==> src/inc/pevq_pkg.sv <==
// package: encodings, field positions and carrier types for the event qualifier
package pevq_pkg;

  // event select codes of the predefined events
  localparam logic [7:0] EVT_CORE_CYC = 8'h3c;
  localparam logic [7:0] EVT_INSTR_RET = 8'hc0;
  localparam logic [7:0] EVT_LLC = 8'h2e;
  localparam logic [7:0] EVT_BR_RET = 8'hc4;
  localparam logic [7:0] EVT_BR_MISS = 8'hc5;

  // unit masks of the predefined events
  localparam logic [7:0] UM_NONE = 8'h00;
  localparam logic [7:0] UM_REF_CYC = 8'h01;
  localparam logic [7:0] UM_LLC_REF = 8'h4f;
  localparam logic [7:0] UM_LLC_MISS = 8'h41;

  // unit-mask sub-field positions (within the 8-bit unit mask, bits 15:8 of the register)
  localparam int UM_CORE_HI = 7;
  localparam int UM_CORE_LO = 6;
  localparam int UM_AGENT = 5;
  localparam int UM_PF_HI = 5;
  localparam int UM_PF_LO = 4;
  localparam int UM_MESI_HI = 3;
  localparam int UM_MESI_LO = 0;

  // core-specificity codes
  localparam logic [1:0] CORE_ALL = 2'h3;
  localparam logic [1:0] CORE_THIS = 2'h1;

  // prefetch qualification codes
  localparam logic [1:0] PF_ALL = 2'h3;
  localparam logic [1:0] PF_ONLY = 2'h1;
  localparam logic [1:0] PF_EXCL = 2'h0;

  // line state bit positions within the one-hot state and the mesi sub-field
  localparam int ST_INV = 0;
  localparam int ST_SHR = 1;
  localparam int ST_EXC = 2;
  localparam int ST_MOD = 3;

  // feature-query field carrying the unavailable-event mask
  localparam int FQ_UNAVAIL_HI = 31;
  localparam int FQ_UNAVAIL_LO = 24;
  localparam logic [7:0] UNAVAIL_RST = 8'h00;

  // width of the core identifier in cache request slots
  localparam int CORE_ID_W = 2;

  // which topology qualification an event accepts; agent and prefetch never meet
  typedef enum logic [2:0] {
    PEVQ_Q_NONE = 3'b001,
    PEVQ_Q_CORE_AGENT = 3'b010,
    PEVQ_Q_CORE_PF = 3'b100
  } pevq_qual_t;

  // event-select register fields that reach the block
  typedef struct packed {
    logic [7:0] umask;
    logic [7:0] evt_sel;
  } pevq_cfg_t;

  // core clocking status
  typedef struct packed {
    logic in_c0;
    logic halt_instruction;
    logic stop_clock_input;
    logic thermal_throttle_mode;
    logic freq_switch;
  } pevq_core_st_t;

  // one retirement slot of the pipeline
  typedef struct packed {
    logic valid;
    logic last_uop;
    logic faulted;
    logic branch;
    logic mispredict;
  } pevq_ret_slot_t;

  // one cache or bus request slot
  typedef struct packed {
    logic valid;
    logic [CORE_ID_W-1:0] core_id;
    logic this_agent;
    logic hw_prefetch;
    logic [3:0] line_state;
  } pevq_llc_slot_t;

endpackage

==> src/hw/pevq_counter.sv <==
// file: event counter accumulator fed by the qualifier's per-cycle increment
`timescale 1ns/100ps
`default_nettype none

module pevq_counter #(
  parameter int CNT_W = 40,
  parameter int INC_W = 3
) (
  // clock and reset
  input wire logic ref_clk_i,
  input wire logic rst_i,
  // increment from the qualifier
  input wire logic [INC_W-1:0] inc_i,
  // running count
  output logic [CNT_W-1:0] count_o
);

  // wraps silently; overflow handling lives outside this block
  always_ff @(posedge ref_clk_i) begin
    if (rst_i) begin
      count_o <= '0;
    end else begin
      count_o <= count_o + CNT_W'(inc_i);
    end
  end

endmodule

`default_nettype wire

==> src/hw/pevq_qualifier.sv <==
// file: event selection and unit-mask qualification driving one performance counter
`timescale 1ns/100ps
`default_nettype none

// Summary of operation
// feature query reports unavailable predefined events in an eight-bit field
// select 3C mask 00 counts one per unhalted core clock cycle
// core cycles stop outside C0, halt, stop clock, throttle, frequency switch
// core cycles keep counting across performance-state changes at current frequency
// select C0 mask 00 counts instructions at final micro-op retirement
// repeated string counts once; faults before final micro-op count nothing
// no count on VM exit; counts through interrupts, traps and handlers
// select 3C mask 01 counts fixed reference ticks while core runs
// select 2E mask 4F counts this core's cache references, no prefetch fills
// select 2E mask 41 counts cache misses, excluding prefetch fills
// select C4 mask 00 counts retired branches at final micro-op
// select C5 mask 00 counts retired mispredicted branches
// unit mask bits 15:8 decode into topology qualification sub-fields
// bits 15:14: 11 all cores, 01 this core, others reserved
// bit 13: 0 this agent only, 1 all bus agents
// core-only conditions get no core or agent qualification
// bits 13:12: 11 all, 01 prefetch only, 00 no prefetch, 10 reserved
// no qualification, core plus agent, or core plus prefetch; never both
// bits 11:8 enable modified, exclusive, shared, invalid line states
// state-qualified event with no state bit set never increments
// counter adds the qualifying occurrences each cycle, else holds
module pevq_qualifier
  import pevq_pkg::*;
#(
  parameter int RET_N = 4,
  parameter int LLC_N = 4,
  parameter int CNT_W = 40,
  parameter logic [CORE_ID_W-1:0] THIS_CORE = '0,
  parameter logic [7:0] UNAVAIL_MASK = UNAVAIL_RST
) (
  // clock and reset
  input wire logic ref_clk_i,
  input wire logic rst_i,
  // event-select register fields and qualification kind of the selected event
  input wire pevq_pkg::pevq_cfg_t cfg_i,
  input wire pevq_pkg::pevq_qual_t qual_kind_i,
  input wire logic mesi_required_i,
  // core clocking status and fixed-rate reference tick
  input wire pevq_pkg::pevq_core_st_t core_st_i,
  input wire logic ref_tick_i,
  // retirement and cache sources
  input wire pevq_pkg::pevq_ret_slot_t [RET_N-1:0] ret_i,
  input wire logic vm_exit_i,
  input wire pevq_pkg::pevq_llc_slot_t [LLC_N-1:0] llc_i,
  // results
  output logic [31:0] feature_query_o,
  output logic event_known_o,
  output logic [$clog2((RET_N > LLC_N ? RET_N : LLC_N) + 1)-1:0] inc_o,
  output logic [CNT_W-1:0] count_o
);

  localparam int MAX_N = (RET_N > LLC_N) ? RET_N : LLC_N;
  localparam int INC_W = $clog2(MAX_N + 1);

  logic core_running;
  logic sel_core_cyc;
  logic sel_ref_cyc;
  logic sel_instr;
  logic sel_br;
  logic sel_br_miss;
  logic sel_llc;
  logic llc_arch;
  logic [RET_N-1:0] instr_hit;
  logic [RET_N-1:0] br_hit;
  logic [RET_N-1:0] miss_hit;
  logic [LLC_N-1:0] llc_hit;
  logic [1:0] core_code;
  logic [1:0] pf_code;
  logic agent_all;
  logic [3:0] mesi_en;
  pevq_qual_t eff_kind;
  logic eff_mesi;
  logic [INC_W-1:0] next_inc;
  logic [INC_W-1:0] br_cnt;

  // population count of a qualified slot vector
  function automatic logic [INC_W-1:0] count_ones(input logic [MAX_N-1:0] v);
    logic [INC_W-1:0] n;
    n = '0;
    for (int k = 0; k < MAX_N; k++) begin
      n = n + INC_W'(v[k]);
    end
    return n;
  endfunction

  // core clock considered running only in full operation
  assign core_running = core_st_i.in_c0 && !core_st_i.halt_instruction &&
                        !core_st_i.stop_clock_input && !core_st_i.thermal_throttle_mode &&
                        !core_st_i.freq_switch;

  // event decode of the predefined selections
  assign sel_core_cyc = (cfg_i.evt_sel == EVT_CORE_CYC) && (cfg_i.umask == UM_NONE);
  assign sel_ref_cyc = (cfg_i.evt_sel == EVT_CORE_CYC) && (cfg_i.umask == UM_REF_CYC);
  assign sel_instr = (cfg_i.evt_sel == EVT_INSTR_RET) && (cfg_i.umask == UM_NONE);
  assign sel_br = (cfg_i.evt_sel == EVT_BR_RET) && (cfg_i.umask == UM_NONE);
  assign sel_br_miss = (cfg_i.evt_sel == EVT_BR_MISS) && (cfg_i.umask == UM_NONE);
  assign sel_llc = (cfg_i.evt_sel == EVT_LLC);
  assign llc_arch = sel_llc && ((cfg_i.umask == UM_LLC_REF) || (cfg_i.umask == UM_LLC_MISS));

  // unit-mask sub-fields
  assign core_code = cfg_i.umask[UM_CORE_HI:UM_CORE_LO];
  assign pf_code = cfg_i.umask[UM_PF_HI:UM_PF_LO];
  assign agent_all = cfg_i.umask[UM_AGENT];
  assign mesi_en = cfg_i.umask[UM_MESI_HI:UM_MESI_LO];

  // architectural cache events always take core plus prefetch plus state qualification;
  // their masks then read as this core, no prefetch, all states or invalid only
  always_comb begin
    eff_kind = qual_kind_i;
    eff_mesi = mesi_required_i;
    if (llc_arch) begin
      eff_kind = PEVQ_Q_CORE_PF;
      eff_mesi = 1'b1;
    end
  end

  // retirement slot qualification, one per slot
  generate
    for (genvar g = 0; g < RET_N; g++) begin : g_ret
      // only the final micro-op retires an instruction, so string loops count once
      assign instr_hit[g] = ret_i[g].valid && ret_i[g].last_uop && !ret_i[g].faulted;
      assign br_hit[g] = instr_hit[g] && ret_i[g].branch;
      assign miss_hit[g] = br_hit[g] && ret_i[g].mispredict;
    end
  endgenerate

  // cache and bus slot qualification, one per slot
  generate
    for (genvar g = 0; g < LLC_N; g++) begin : g_llc
      logic core_ok;
      logic agent_ok;
      logic pf_ok;
      logic state_ok;
      // reserved core codes qualify nothing
      always_comb begin
        case (core_code)
          CORE_ALL: core_ok = 1'b1;
          CORE_THIS: core_ok = (llc_i[g].core_id == THIS_CORE);
          default: core_ok = 1'b0;
        endcase
      end
      assign agent_ok = agent_all || llc_i[g].this_agent;
      // prefetch code 10 is reserved and qualifies nothing
      always_comb begin
        case (pf_code)
          PF_ALL: pf_ok = 1'b1;
          PF_ONLY: pf_ok = llc_i[g].hw_prefetch;
          PF_EXCL: pf_ok = !llc_i[g].hw_prefetch;
          default: pf_ok = 1'b0;
        endcase
      end
      // an empty state sub-field blocks a state-qualified event outright
      assign state_ok = !eff_mesi || |(mesi_en & llc_i[g].line_state);
      // agent and prefetch readings of bit 13 are exclusive by the kind encoding
      always_comb begin
        case (eff_kind)
          PEVQ_Q_NONE: llc_hit[g] = llc_i[g].valid && state_ok;
          PEVQ_Q_CORE_AGENT: llc_hit[g] = llc_i[g].valid && core_ok && agent_ok && state_ok;
          PEVQ_Q_CORE_PF: llc_hit[g] = llc_i[g].valid && core_ok && pf_ok && state_ok;
          default: llc_hit[g] = 1'b0;
        endcase
      end
    end
  endgenerate

  // branch count shared by the increment and the mispredict bound check
  assign br_cnt = count_ones(MAX_N'(br_hit));

  // per-cycle increment of the selected event
  always_comb begin
    next_inc = '0;
    if (sel_core_cyc) begin
      // rate follows the live core clock, so p-state changes need no special case
      next_inc = INC_W'(core_running);
    end else if (sel_ref_cyc) begin
      next_inc = INC_W'(core_running && ref_tick_i);
    end else if (sel_instr) begin
      // interrupts and traps retire normally; only a vm exit is suppressed
      next_inc = vm_exit_i ? '0 : count_ones(MAX_N'(instr_hit));
    end else if (sel_br) begin
      next_inc = br_cnt;
    end else if (sel_br_miss) begin
      next_inc = count_ones(MAX_N'(miss_hit));
    end else if (sel_llc) begin
      next_inc = count_ones(MAX_N'(llc_hit));
    end
  end

  // registered increment; one cycle of latency keeps the adder off the source paths
  always_ff @(posedge ref_clk_i) begin
    if (rst_i) begin
      inc_o <= '0;
    end else begin
      inc_o <= next_inc;
    end
  end

  // selection recognised flag
  always_ff @(posedge ref_clk_i) begin
    if (rst_i) begin
      event_known_o <= 1'b0;
    end else begin
      event_known_o <= sel_core_cyc || sel_ref_cyc || sel_instr || sel_br ||
                       sel_br_miss || sel_llc;
    end
  end

  // feature-query word; only the unavailable-event field is populated here
  always_ff @(posedge ref_clk_i) begin
    if (rst_i) begin
      feature_query_o <= '0;
    end else begin
      feature_query_o <= '0;
      feature_query_o[FQ_UNAVAIL_HI:FQ_UNAVAIL_LO] <= UNAVAIL_MASK;
    end
  end

  // accumulator
  pevq_counter #(
    .CNT_W(CNT_W),
    .INC_W(INC_W)
  ) u_counter (
    .ref_clk_i(ref_clk_i),
    .rst_i(rst_i),
    .inc_i(inc_o),
    .count_o(count_o)
  );

  // checks
  logic past_valid;
  always_ff @(posedge ref_clk_i) begin
    if (rst_i) begin
      past_valid <= 1'b0;
    end else begin
      past_valid <= 1'b1;
    end
  end
endmodule

`default_nettype wire

==> config.mk <==
export PLATFORM = sky130hd
export DESIGN_NAME = pevq_qualifier
export DESIGN_NICKNAME = d
export VERILOG_FILES = /design/src/inc/pevq_pkg.sv /design/src/hw/pevq_counter.sv /design/src/hw/pevq_qualifier.sv
export SDC_FILE = /design/constraint.sdc
export NUM_CORES = 1
export LEC_CHECK = 0
export BUFFER_PORTS_ARGS = -buffer_cell sky130_fd_sc_hd__buf_4
export CAP_MARGIN = 20
export CORE_MARGIN = 2
export CORE_UTILIZATION = 45
export CTS_CLUSTER_DIAMETER = 50
export DETAILED_ROUTE_END_ITERATION = 8
export HOLD_SLACK_MARGIN = 0.05
export PLACE_DENSITY = 0.77
export SLEW_MARGIN = 20
export SYNTH_ARGS = -nofsm -noshare
export SYNTH_HDL_FRONTEND = slang
export SYNTH_SLANG_ARGS = --single-unit
==> constraint.sdc <==
create_clock -name ref_clk_i -period 4 [get_ports ref_clk_i]
set_clock_uncertainty 0.1 [all_clocks]
set_input_delay 0 -clock ref_clk_i [delete_from_list [all_inputs] [get_ports ref_clk_i]]
set_output_delay 0 -clock ref_clk_i [all_outputs]
set_load 0.03 [all_outputs]
* Word-level counts from Yosys, hierarchy flattened *
Index checks and enable logic that the tools add are counted.

word-level totals
  bits in registers = 44
  latch bits = 0
  memory bits (writable) = 0
  memory bits (read-only) = 0
  bits of input ports = 85
  output and inout port bits = 76
  memories kept = 0

operators by class
  add/sub/neg operators = 13
  $mul = 0
  div/mod/pow operators = 0
  magnitude comparators = 0
  equality and inequality tests = 15
  shifts and indexed selects = 0
  mux-type cells = 21
  bitwise gates (word level) = 4
  reductions and logical operators = 89

operator list
  operator                                                          number
  1-bit logical AND                                                 51
  40-bit by 3-bit adder with 40-bit output                          1
  8-bit == test (second input constant)                             3
  1-bit case mux with 3 select lines                                8
  3-bit two-way mux                                                 6
  4-bit bitwise AND                                                 4
  8-bit by 6-bit == test with 1-bit output (second input constant)  2
  8-bit by 7-bit == test with 1-bit output (second input constant)  2
  4-bit OR reduction                                                4
  1-bit logical OR                                                  14
  1-bit zero test                                                   13
  2-bit by 1-bit adder with 3-bit output                            4
  3-bit by 1-bit adder with 3-bit output                            4
  2-bit zero test                                                   5
  1-bit by 1-bit adder with 2-bit output                            4
  8-bit by 1-bit == test with 1-bit output (second input constant)  1
  8-bit zero test                                                   1
  1-bit case mux with 2 select lines                                4
  2-bit by 1-bit == test with 1-bit output (second input constant)  2
  2-bit == test (second input constant)                             2
  3-bit by 1-bit == test with 1-bit output (second input constant)  1
  3-bit by 2-bit == test with 1-bit output (second input constant)  1
  3-bit == test (second input constant)                             1
  1-bit two-way mux                                                 3
  3-bit OR reduction                                                1

* Depth between registers and ports, before layout *
Gate-level depths: netlist of the first run.

  word-level depth = 17
  gate-level depth with buffers = 12

* Hierarchy *
A second synthesis of the first run with hierarchy kept.

second synthesis, totals
  cell total of the unflattened synthesis = 400
  area, all modules = 3141.8 um^2

modules (own cells, without submodules)
  module          times used  cells each  area each (um^2)  seq. area each (um^2)
  pevq_counter    1           228         1943.1            800.8
  pevq_qualifier  1           172         1198.6            80.1

* Least setup slack after synthesis of the first run *
OpenSTA, ideal clock, no wires.

  path type = input to register
  from = in cfg_i[13] in the netlist's numbering
  to = reg inc_o[1] in the netlist's numbering
  library setup time = 122 ps
  arrival = 2614 ps
  data required time = 3778 ps
  setup slack = 1163 ps
  stages = 12
  path buffers = 1
  cell sequence = clkbuf_1 nor3_1 o2111a_1 and2_1 nor4b_1 o221ai_1 fa_1 inv_1 ha_1 ha_1 a32oi_1 a21oi_1

between the ends
  cells in the longest elaborated chain, start to end = 15

RTL lines
  item                                         line                                                                 text
  start, declared                              pevq_qualifier.sv:40                                                 input wire pevq_pkg::pevq_cfg_t cfg_i,
  8-bit by 7-bit == test with 1-bit output     pevq_qualifier.sv:103                                                assign llc_arch = sel_llc && ((cfg_i.umask == UM_LLC_REF) || (cfg_i.umask == UM_LLC_MISS));
  1-bit logical OR                             pevq_qualifier.sv:103
  1-bit logical AND                            pevq_qualifier.sv:103
  1-bit two-way mux                            pevq_qualifier.sv:116                                                if (llc_arch) begin
  1-bit zero test                              pevq_qualifier.sv:158                                                assign state_ok = !eff_mesi || |(mesi_en & llc_i[g].line_state);
  1-bit logical OR                             pevq_qualifier.sv:158
  1-bit logical AND, on equally long branches  pevq_qualifier.sv:164, pevq_qualifier.sv:162, pevq_qualifier.sv:163
  1-bit case mux with 3 select lines           pevq_qualifier.sv:161                                                case (eff_kind)
  1-bit by 1-bit adder with 2-bit output       pevq_qualifier.sv:86                                                 n = n + INC_W'(v[k]);
  2-bit by 1-bit adder with 3-bit output       pevq_qualifier.sv:86
  3-bit by 1-bit adder with 3-bit output       pevq_qualifier.sv:86
  3-bit two-way mux                            pevq_qualifier.sv:189                                                end else if (sel_llc) begin
  3-bit two-way mux                            pevq_qualifier.sv:187                                                end else if (sel_br_miss) begin
  3-bit two-way mux                            pevq_qualifier.sv:185                                                end else if (sel_br) begin
  3-bit two-way mux                            pevq_qualifier.sv:182                                                end else if (sel_instr) begin
  end signal, assigned                         pevq_qualifier.sv:199                                                inc_o <= next_inc;
  end, declared                                pevq_qualifier.sv:53                                                 output logic [$clog2((RET_N > LLC_N ? RET_N : LLC_N) + 1)-1:0] inc_o,

Parallel ways exist; a longest one is shown, timed or not.
A chain may end at the register's enable or synchronous reset.

* Worst setup path after layout of the first run *
  from = in cfg_i[2] in the netlist's numbering
  to = reg inc_o[1] in the netlist's numbering

between the ends
  cells in the longest elaborated chain, start to end = 14

RTL lines
  item                                         line                                                                 text
  8-bit by 6-bit == test with 1-bit output     pevq_qualifier.sv:102                                                assign sel_llc = (cfg_i.evt_sel == EVT_LLC);
  1-bit logical AND                            pevq_qualifier.sv:103
  1-bit two-way mux                            pevq_qualifier.sv:116
  1-bit zero test                              pevq_qualifier.sv:158
  1-bit logical OR                             pevq_qualifier.sv:158
  1-bit logical AND, on equally long branches  pevq_qualifier.sv:164, pevq_qualifier.sv:162, pevq_qualifier.sv:163
  1-bit case mux with 3 select lines           pevq_qualifier.sv:161
  1-bit by 1-bit adder with 2-bit output       pevq_qualifier.sv:86
  2-bit by 1-bit adder with 3-bit output       pevq_qualifier.sv:86
  3-bit by 1-bit adder with 3-bit output       pevq_qualifier.sv:86
  3-bit two-way mux                            pevq_qualifier.sv:189
  3-bit two-way mux                            pevq_qualifier.sv:187
  3-bit two-way mux                            pevq_qualifier.sv:185
  3-bit two-way mux                            pevq_qualifier.sv:182

Parallel ways exist; a longest one is shown, timed or not.

==> metrics, run 1 <==
post-CTS clock slew at the launch and capture registers of the worst setup and hold paths=0.08 ns; CP endpoint kind=register; area fraction of the dominant cell type after synthesis=0.280; vias per std cell=5.21; Post-layout nets=628; vias after detailed routing=3,249; layout overhead on the synthesized area=36.2%; DRC violation count after routing=0; Max H-tree Level=2; Yosys cell types=51; Max IR drop VDD=0.000142 V; clock network power share=0.374; placeable core region=6790 um2; Leak Pwr=0.00195 uW; part of the Yosys area used for sequential elements=0.280; number of ports placed on the die boundary=161; Power Internal=719 uW; TritonCTS clock tree=built; GRT met1 Usage=0.272; multi-input logic area=2060 um2; share of post-route cells with drive strength above 1=0.288; global-route wire length before repair=13.7 mm; sequential share of power=0.450; min Tclk post-route=3.82 ns; Avg Synthesized Cell Area=8.03 um2; async set-reset flop share out of synthesis=0; cell chain of the critical path=dlygate4sd3_1, buf_4, and4b_1, and3_1, and2_1, nor4b_1, o221ai_1, fa_1, inv_1, ha_1, ha_1, a32oi_1, a21oi_1, dlygate4sd3_1; Syn Inst Count=392; M3 GR Usage=0.0462; commonest register cell after synthesis=sky130_fd_sc_hd__dfxtp_1; total net switching power=254 uW; type of the tightest min-delay check=in -> reg; post-route cell area=4290 um2; average wire per standard cell=13.6 um; register cell area after layout=881 um2; result of the run=complete, no violations; critical-path cell with the highest stage delay=sky130_fd_sc_hd__fa_1; Startpoint Class=input port; die extent in y=87.7 um; global-route met2 utilization=0.391; RePlAce Congestion=0.852; # port buffers=128; DRT antenna net count=0; Final HPWL DP=6.72 mm; Critical Path Max Stage Delay=0.57 ns; Max Freq=0.262 GHz; number of CTS-inserted buffers=5; global routing's busiest layer=met2; power density over cell area=227 nW/um2; fin. max-slew vios=0; number of global-route vias before repair=3,026; total of fill cells in the finished design=598; most numerous cell types in the synthesized netlist=sky130_fd_sc_hd__nor2_1 (56), sky130_fd_sc_hd__dfxtp_1 (44), sky130_fd_sc_hd__buf_4 (32); Cell Area, Synth=3150 um2; Total Neg Setup Slack=0 ns; number of antenna violations at the first check in global routing=0; clock latency reported for the late side of the worst-skew pair=0.31 ns; Post-synth EDFFs=0; most numerous cell in the Yosys netlist=sky130_fd_sc_hd__nor2_1; maximum number of pins on one net before global-route repair=47; Iter 0 DRT Violations=137; endpoints failing setup=0; Crit Path Max Fanout=8; number of cells in the finished layout apart from fillers=624; maximum count of clock buffers along a single path=2; final hold violation count=0; number of max-cap violations=0; GRT Overall Usage=0.221; fin worst setup slack=0.179 ns; measured slew at the worst slew-check pin=0.659 ns; starting utilization of the core area=0.464; relative slew slack=0.561; post-route fraction of the period consumed by the critical path=0.955; Resized cells post-CTS=0; Comb pwr share=0.176; Clk Tree Root Cell=sky130_fd_sc_hd__clkbuf_8; Worst EP arrival=3.92 ns; required time worst endpoint=4.10 ns; number of antenna cells inserted=0; pre-CTS WS=0.867 ns; RSZ-0062 raised after global routing=no; area of placed instances=4080 um2; die area=7680 um2; synth warn=0; number of rows in the core area=30; Die X=87.7 um; number of optimization iterations in the first detailed-route pass=4; dominant cells by area after synthesis=sky130_fd_sc_hd__dfxtp_1 (28%), sky130_fd_sc_hd__buf_4 (7.6%), sky130_fd_sc_hd__nor2_1 (6.7%), sky130_fd_sc_hd__xor2_1 (5.3%), sky130_fd_sc_hd__ha_1 (4.4%); number of flip-flops and latches in the synthesized netlist=44; total global routing overflow=0; switching share of power=0.261; critical setup path kind=in -> reg; TritonCTS sink count=44; final core utilization=0.631; cell count after placement=607; Post-Route WL=8.47 mm; Synth area leader=sky130_fd_sc_hd__dfxtp_1
[stage by stage]
step / hold slack (ns) / total power, uW
after floorplan: 0.0876 / 556
after global placement: 0.225 / 612
after detailed placement: 0.232 / 614
after CTS: 0.0730 / 980
after global routing: 0.127 / 1020
final: 0.0757 / 973
[cell type report]
| type | instances | share of cell area |
|---|---|---|
| clock buffers | 6 | 0.0193 |
| clock inverters | 2 | 0.00905 |
| inverters | 14 | 0.0123 |
| multi-input cells | 325 | 0.481 |
| flip-flops and latches | 44 | 0.205 |
| well taps | 96 | 0.0280 |
| repair buffers | 137 | 0.245 |
[critical path: cells and delay by family]
family          cells  cell delay [ns]
simple gates        4             1.10
compound gates      3             0.49
buf+inv             4             1.31
fa+ha+maj           3             1.02
[power groups by stage]
stage	Combinational, uW	Sequential [uW]	Clock [uW]
2_1_floorplan	108	448	0
3_3_place_gp	164	448	0
3_5_place_dp	166	448	0
4_1_cts	170	438	372
5_1_grt	187	438	393
6_report	171	438	364
[layer usage]
layer  vias to the layer above  part of all wire
li1                       1619                 -
met1                      1502              0.41
met2                       116              0.51
met3                        12             0.066
met4                         0             0.014
met5                         -                 0
[repair_timing]
| item | in CTS | in global routing |
|---|---|---|
| buffers inserted | 0 | 0 |
| setup endpoints to repair | 0 | 0 |
| hold endpoints to repair | 32 | 0 |
| hold buffers | 9 | 0 |
[layout by cell type (no fill, tap or decap), types with 3 or more instances in the layout]
| cell | instances |
|---|---|
| sky130_fd_sc_hd__buf_4 | 128 |
| sky130_fd_sc_hd__nor2_1 | 56 |
| sky130_fd_sc_hd__dfxtp_1 | 44 |
| sky130_fd_sc_hd__conb_1 | 32 |
| sky130_fd_sc_hd__nand2_1 | 27 |
| sky130_fd_sc_hd__xor2_1 | 19 |
| sky130_fd_sc_hd__nand3_1 | 18 |
| sky130_fd_sc_hd__a21oi_1 | 17 |
| sky130_fd_sc_hd__nand4_1 | 15 |
| sky130_fd_sc_hd__inv_1 | 14 |
| sky130_fd_sc_hd__ha_1 | 11 |
| sky130_fd_sc_hd__or3_1 | 10 |
| sky130_fd_sc_hd__o21ai_0 | 9 |
| sky130_fd_sc_hd__dlygate4sd3_1 | 9 |
| sky130_fd_sc_hd__and3_1 | 8 |
| sky130_fd_sc_hd__nor3_1 | 8 |
| sky130_fd_sc_hd__xnor2_1 | 8 |
| sky130_fd_sc_hd__a211oi_1 | 8 |
| sky130_fd_sc_hd__a22oi_1 | 8 |
| sky130_fd_sc_hd__nor4_1 | 6 |
| sky130_fd_sc_hd__clkbuf_8 | 6 |
| sky130_fd_sc_hd__nor2b_1 | 5 |
| sky130_fd_sc_hd__and4_1 | 5 |
| sky130_fd_sc_hd__fa_1 | 5 |
| sky130_fd_sc_hd__o22ai_1 | 4 |
| sky130_fd_sc_hd__nand2b_1 | 4 |
| sky130_fd_sc_hd__a32oi_1 | 4 |
| sky130_fd_sc_hd__or2_2 | 4 |
| sky130_fd_sc_hd__o221ai_1 | 3 |
| sky130_fd_sc_hd__or4_1 | 3 |
| sky130_fd_sc_hd__mux2_2 | 3 |
[cell families (layout without fill, tap and decap cells)]
| logic type | Yosys count | count (layout) | synth area share |
|---|---|---|---|
| adders and majority gates | 16 | 16 | 0.0755 |
| AOI/OAI and AO/OA | 64 | 64 | 0.140 |
| muxes | 3 | 3 | 0.0107 |
| DFF | 44 | 44 | 0.280 |
| xor gates and xnor gates | 27 | 27 | 0.0751 |
| buffers and inverters | 54 | 159 | 0.103 |
| other | 1 | 32 | 0.00119 |
| and+or+nand+nor | 183 | 183 | 0.315 |
[registers in the layout (all words and copies together), names as in the netlist]
name / count
u_counter.count_o: 40
inc_o: 3
event_known_o: 1
[final timing paths]
| path | end | start | cells after the start | slack (ns) |
|---|---|---|---|---|
| max reg2reg | u_counter.count_o[34] | inc_o[0] | 8 | 1.32 |
| min | event_known_o | cfg_i[0] | 4 | 0.08 |
| min reg2reg | u_counter.count_o[37] | u_counter.count_o[37] | 2 | 0.41 |
| max | inc_o[1] | cfg_i[2] | 14 | 0.18 |
(Power assumes the default switching activity.)
==> run 2, diff against run 1 <==
ABC_AREA = 1   (was not set)
BUFFER_PORTS_ARGS = -buffer_cell sky130_fd_sc_hd__buf_2   (was -buffer_cell sky130_fd_sc_hd__buf_4)
PLACE_DENSITY = 0.75   (was 0.77)
==> run 2 against run 1 <==
Net effect: area after synthesis rose by 16%; worst setup slack improved by 0.54 ns; sequential power about the same; global-route usage grew 2.0 points; largest power group unchanged; non-clock buffer count is 3 lower; synthesized cell count grew 54%; count of clock-buffer cells in the layout unchanged; die area up 15%; first-iteration DRC count grew 69%; combinational power fell by 5%; total power decreased by 7.8%.
==> metrics, run 2 <==
relative slew slack=0.538 (was 0.561); total global routing overflow=0 (unchanged); commonest cells after routing, fill and taps aside=sky130_fd_sc_hd__nand2_1 (165), sky130_fd_sc_hd__buf_2 (128), sky130_fd_sc_hd__nor2_1 (108) (was sky130_fd_sc_hd__buf_4 (128), sky130_fd_sc_hd__nor2_1 (56), sky130_fd_sc_hd__dfxtp_1 (44)); CP endpoint kind=register (unchanged); Post-Route WL=10.1 mm (was 8.47 mm); global-route wire length before repair=17.2 mm (was 13.7 mm); post-route fraction of the period consumed by the critical path=0.820 (was 0.955); critical setup path kind=in -> reg (unchanged); Register-to-Register Setup Slack=1.66 ns (was 1.32 ns); Cell Area, Synth=3650 um2 (was 3150 um2); type of the tightest min-delay check=in -> reg (unchanged); DRT antenna net count=0 (unchanged); Crit Path Max Fanout=8 (unchanged); Syn Inst Count=604 (was 392); Max Freq=0.305 GHz (was 0.262 GHz); number of rows in the core area=32 (was 30); vias after detailed routing=4,177 (was 3,249); layout overhead on the synthesized area=21.0% (was 36.2%); number of flip-flops and latches in the synthesized netlist=44 (unchanged); most numerous cell types in the synthesized netlist=sky130_fd_sc_hd__nand2_1 (165), sky130_fd_sc_hd__nor2_1 (108), sky130_fd_sc_hd__inv_1 (72) (was sky130_fd_sc_hd__nor2_1 (56), sky130_fd_sc_hd__dfxtp_1 (44), sky130_fd_sc_hd__buf_4 (32)); Resized cells post-CTS=0 (unchanged); starting utilization of the core area=0.467 (was 0.464); Die X=94.0 um (was 87.7 um); placeable core region=7810 um2 (was 6790 um2); maximum count of clock buffers along a single path=2 (unchanged); register with the highest flop count=u_counter.count_o (unchanged); maximum number of pins on one net before global-route repair=35 (was 47); average wire per standard cell=12.0 um (was 13.6 um); Startpoint Class=input port (unchanged); Total Neg Setup Slack=0 ns (unchanged); Hold Crit Endpoint=event_known_o (unchanged); Crit Reg-Reg Startpoint=inc_o[0] (unchanged); worst hold stages=6 (was 4); die extent in y=94.0 um (was 87.7 um); endpoints failing setup=0 (unchanged); TritonCTS clock tree=built (unchanged); die area=8840 um2 (was 7680 um2); post-CTS clock slew at the launch and capture registers of the worst setup and hold paths=0.08 ns (about the same); # port buffers=128 (unchanged); Clk Tree Root Cell=sky130_fd_sc_hd__clkbuf_8 (unchanged); fin worst setup slack=0.718 ns (was 0.179 ns); fin. max-slew vios=0 (unchanged); async set-reset flop share out of synthesis=0 (unchanged); measured slew at the worst slew-check pin=0.693 ns (was 0.659 ns); share of post-route cells with drive strength above 1=0.204 (was 0.288); Avg Synthesized Cell Area=6.04 um2 (was 8.03 um2); Worst EP arrival=3.43 ns (was 3.92 ns); dominant cells by area after synthesis=sky130_fd_sc_hd__dfxtp_1 (24%), sky130_fd_sc_hd__nand2_1 (17%), sky130_fd_sc_hd__nor2_1 (11%), sky130_fd_sc_hd__inv_1 (7.4%), sky130_fd_sc_hd__buf_4 (6.6%) (was sky130_fd_sc_hd__dfxtp_1 (28%), sky130_fd_sc_hd__buf_4 (7.6%), sky130_fd_sc_hd__nor2_1 (6.7%), sky130_fd_sc_hd__xor2_1 (5.3%), sky130_fd_sc_hd__ha_1 (4.4%)); required time worst endpoint=4.15 ns (was 4.10 ns); GRT Overall Usage=0.241 (was 0.221); number of optimization iterations in the first detailed-route pass=5 (was 4); largest registers in the final layout=u_counter.count_o x40, inc_o x3, event_known_o x1 (unchanged); result of the run=complete, no violations (unchanged); commonest register cell after synthesis=sky130_fd_sc_hd__dfxtp_1 (unchanged); RePlAce Congestion=0.927 (was 0.852); number of ports placed on the die boundary=161 (unchanged); TritonCTS sink count=44 (unchanged); number of antenna violations at the first check in global routing=0 (unchanged); commonest non-fill, non-tap cell in the layout=sky130_fd_sc_hd__nand2_1 (was sky130_fd_sc_hd__buf_4); Final HPWL DP=8.41 mm (was 6.72 mm); clock latency reported for the late side of the worst-skew pair=0.30 ns (was 0.31 ns); part of the Yosys area used for sequential elements=0.242 (was 0.280); synth warn=0 (unchanged); final hold violation count=0 (unchanged); Leak Pwr=0.00205 uW (was 0.00195 uW); number of CTS-inserted buffers=5 (unchanged); min Tclk post-route=3.28 ns (was 3.82 ns); Iter 0 DRT Violations=231 (was 137); number of global-route vias before repair=3,963 (was 3,026); Post-synth EDFFs=0 (unchanged); Max IR drop VDD=0.000143 V (was 0.000142 V); most numerous cell in the Yosys netlist=sky130_fd_sc_hd__nand2_1 (was sky130_fd_sc_hd__nor2_1); overall power after layout=897 uW (was 973 uW); Post-layout nets=839 (was 628); number of max-cap violations=0 (unchanged); Synth area leader=sky130_fd_sc_hd__dfxtp_1 (unchanged); pre-CTS WS=1.35 ns (was 0.867 ns); number of cells on the worst reg-to-reg path=11 (was 8); DRC violation count after routing=0 (unchanged); power density over cell area=203 nW/um2 (was 227 nW/um2); area fraction of the dominant cell type after synthesis=0.242 (was 0.280); number of antenna cells inserted=0 (unchanged); RSZ-0062 raised after global routing=no (unchanged); worst reg2reg path endpoint=u_counter.count_o[34] (unchanged); vias per std cell=4.97 (was 5.21); Max H-tree Level=2 (unchanged); Yosys cell types=32 (was 51); startpoint of the tightest hold check path=cfg_i[0] (unchanged); flip-flop count of the largest register, all copies and words added=40 (unchanged)
## run 2: cell types whose count changed in the layout (fill, tap and decap cells not counted), sizes merged, moves of 12 or more
cell	previous run	this run
nand2	27	166
xor2	19	7
a21oi	17	40
inv	14	72
nor2	56	116
nand3	18	44
## run 2: power breakdown
part | total (uW) | internal, uW | switching [uW] | leakage [uW]
Clock | 297 | 138 | 159 | 0.0000510
Combinational | 163 | 59.7 | 103 | 0.00165
Sequential | 438 | 438 | 0.0287 | 0.000354
## run 2: worst max-delay path, stage by stage
cell and delay [ns]:
sky130_fd_sc_hd__dlygate4sd3_1 0.52, sky130_fd_sc_hd__buf_2 0.12, sky130_fd_sc_hd__nand2_1 0.05, sky130_fd_sc_hd__inv_1 0.05, sky130_fd_sc_hd__nand2_1 0.07, sky130_fd_sc_hd__nor2_2 0.23, sky130_fd_sc_hd__nand3_2 0.20, sky130_fd_sc_hd__nand4_1 0.14
sky130_fd_sc_hd__inv_1 0.08, sky130_fd_sc_hd__nor2_1 0.10, sky130_fd_sc_hd__nand2_1 0.08, sky130_fd_sc_hd__fa_1 0.53, sky130_fd_sc_hd__inv_1 0.04, sky130_fd_sc_hd__ha_1 0.26, sky130_fd_sc_hd__nand2_1 0.05, sky130_fd_sc_hd__nand2_1 0.07
sky130_fd_sc_hd__nand2_1 0.05, sky130_fd_sc_hd__nand2_1 0.05, sky130_fd_sc_hd__nand2_1 0.05, sky130_fd_sc_hd__a21oi_1 0.14, sky130_fd_sc_hd__dlygate4sd3_1 0.55
## run 2: worst max path at each step
| stage | start | endpoint | slack [ns] | cells past startpoint |
|---|---|---|---|---|
| floorplan | cfg_i[13] | inc_o[1] | 1.69 | 17 |
| global placement | cfg_i[7] | inc_o[1] | 1.44 | 17 |
| detailed placement | cfg_i[3] | inc_o[1] | 1.35 | 18 |
| CTS | cfg_i[2] | inc_o[0] | 0.75 | 21 |
| global route | cfg_i[2] | inc_o[0] | 0.46 | 21 |
| finish | cfg_i[2] | inc_o[0] | 0.72 | 21 |
## run 2: final cells by class
type | count | area, um2
fillers | 793 | 3400
repair buffers | 134 | 701
multi-input cells | 480 | 2340
clock inverters | 2 | 10.0
flip-flops and latches | 44 | 881
well taps | 102 | 128
inverters | 73 | 274
clock buffers | 6 | 82.6
## run 2: timing repair
item	in CTS	in global routing
hold endpoints to repair	4	0
buffers inserted	0	0
hold buffers	6	0
## run 2: metrics by stage
stage	cell area, um2	hold WS (ns)	cells	util
finish	4410	0.0768	841	0.565
global route	4410	0.137	841	0.565
CTS	4410	0.0688	841	0.565
detailed placement	4260	0.275	827	0.546
global placement	4260	0.266	827	0.546
floorplan	3760	0.132	635	-
## run 2: cells by family (layout without fill, tap and decap cells)
group / after synthesis / in the layout / synth area share
AOI/OAI and AO/OA: 57 / 57 / 0.0909
xor gates and xnor gates: 7 / 7 / 0.0168
adders and majority gates: 16 / 16 / 0.0652
buffers and inverters: 111 / 215 / 0.150
DFF: 44 / 44 / 0.242
other: 1 / 32 / 0.00103
and+or+nand+nor: 368 / 368 / 0.435
## run 2: routing by layer
metal | wire length, um | vias to the layer above | track usage
met5 | 0 | - | 0
met4 | 325 | 0 | 0.106
met3 | 717 | 29 | 0.0474
met2 | 4690 | 181 | 0.407
met1 | 4390 | 1850 | 0.296
li1 | - | 2117 | -
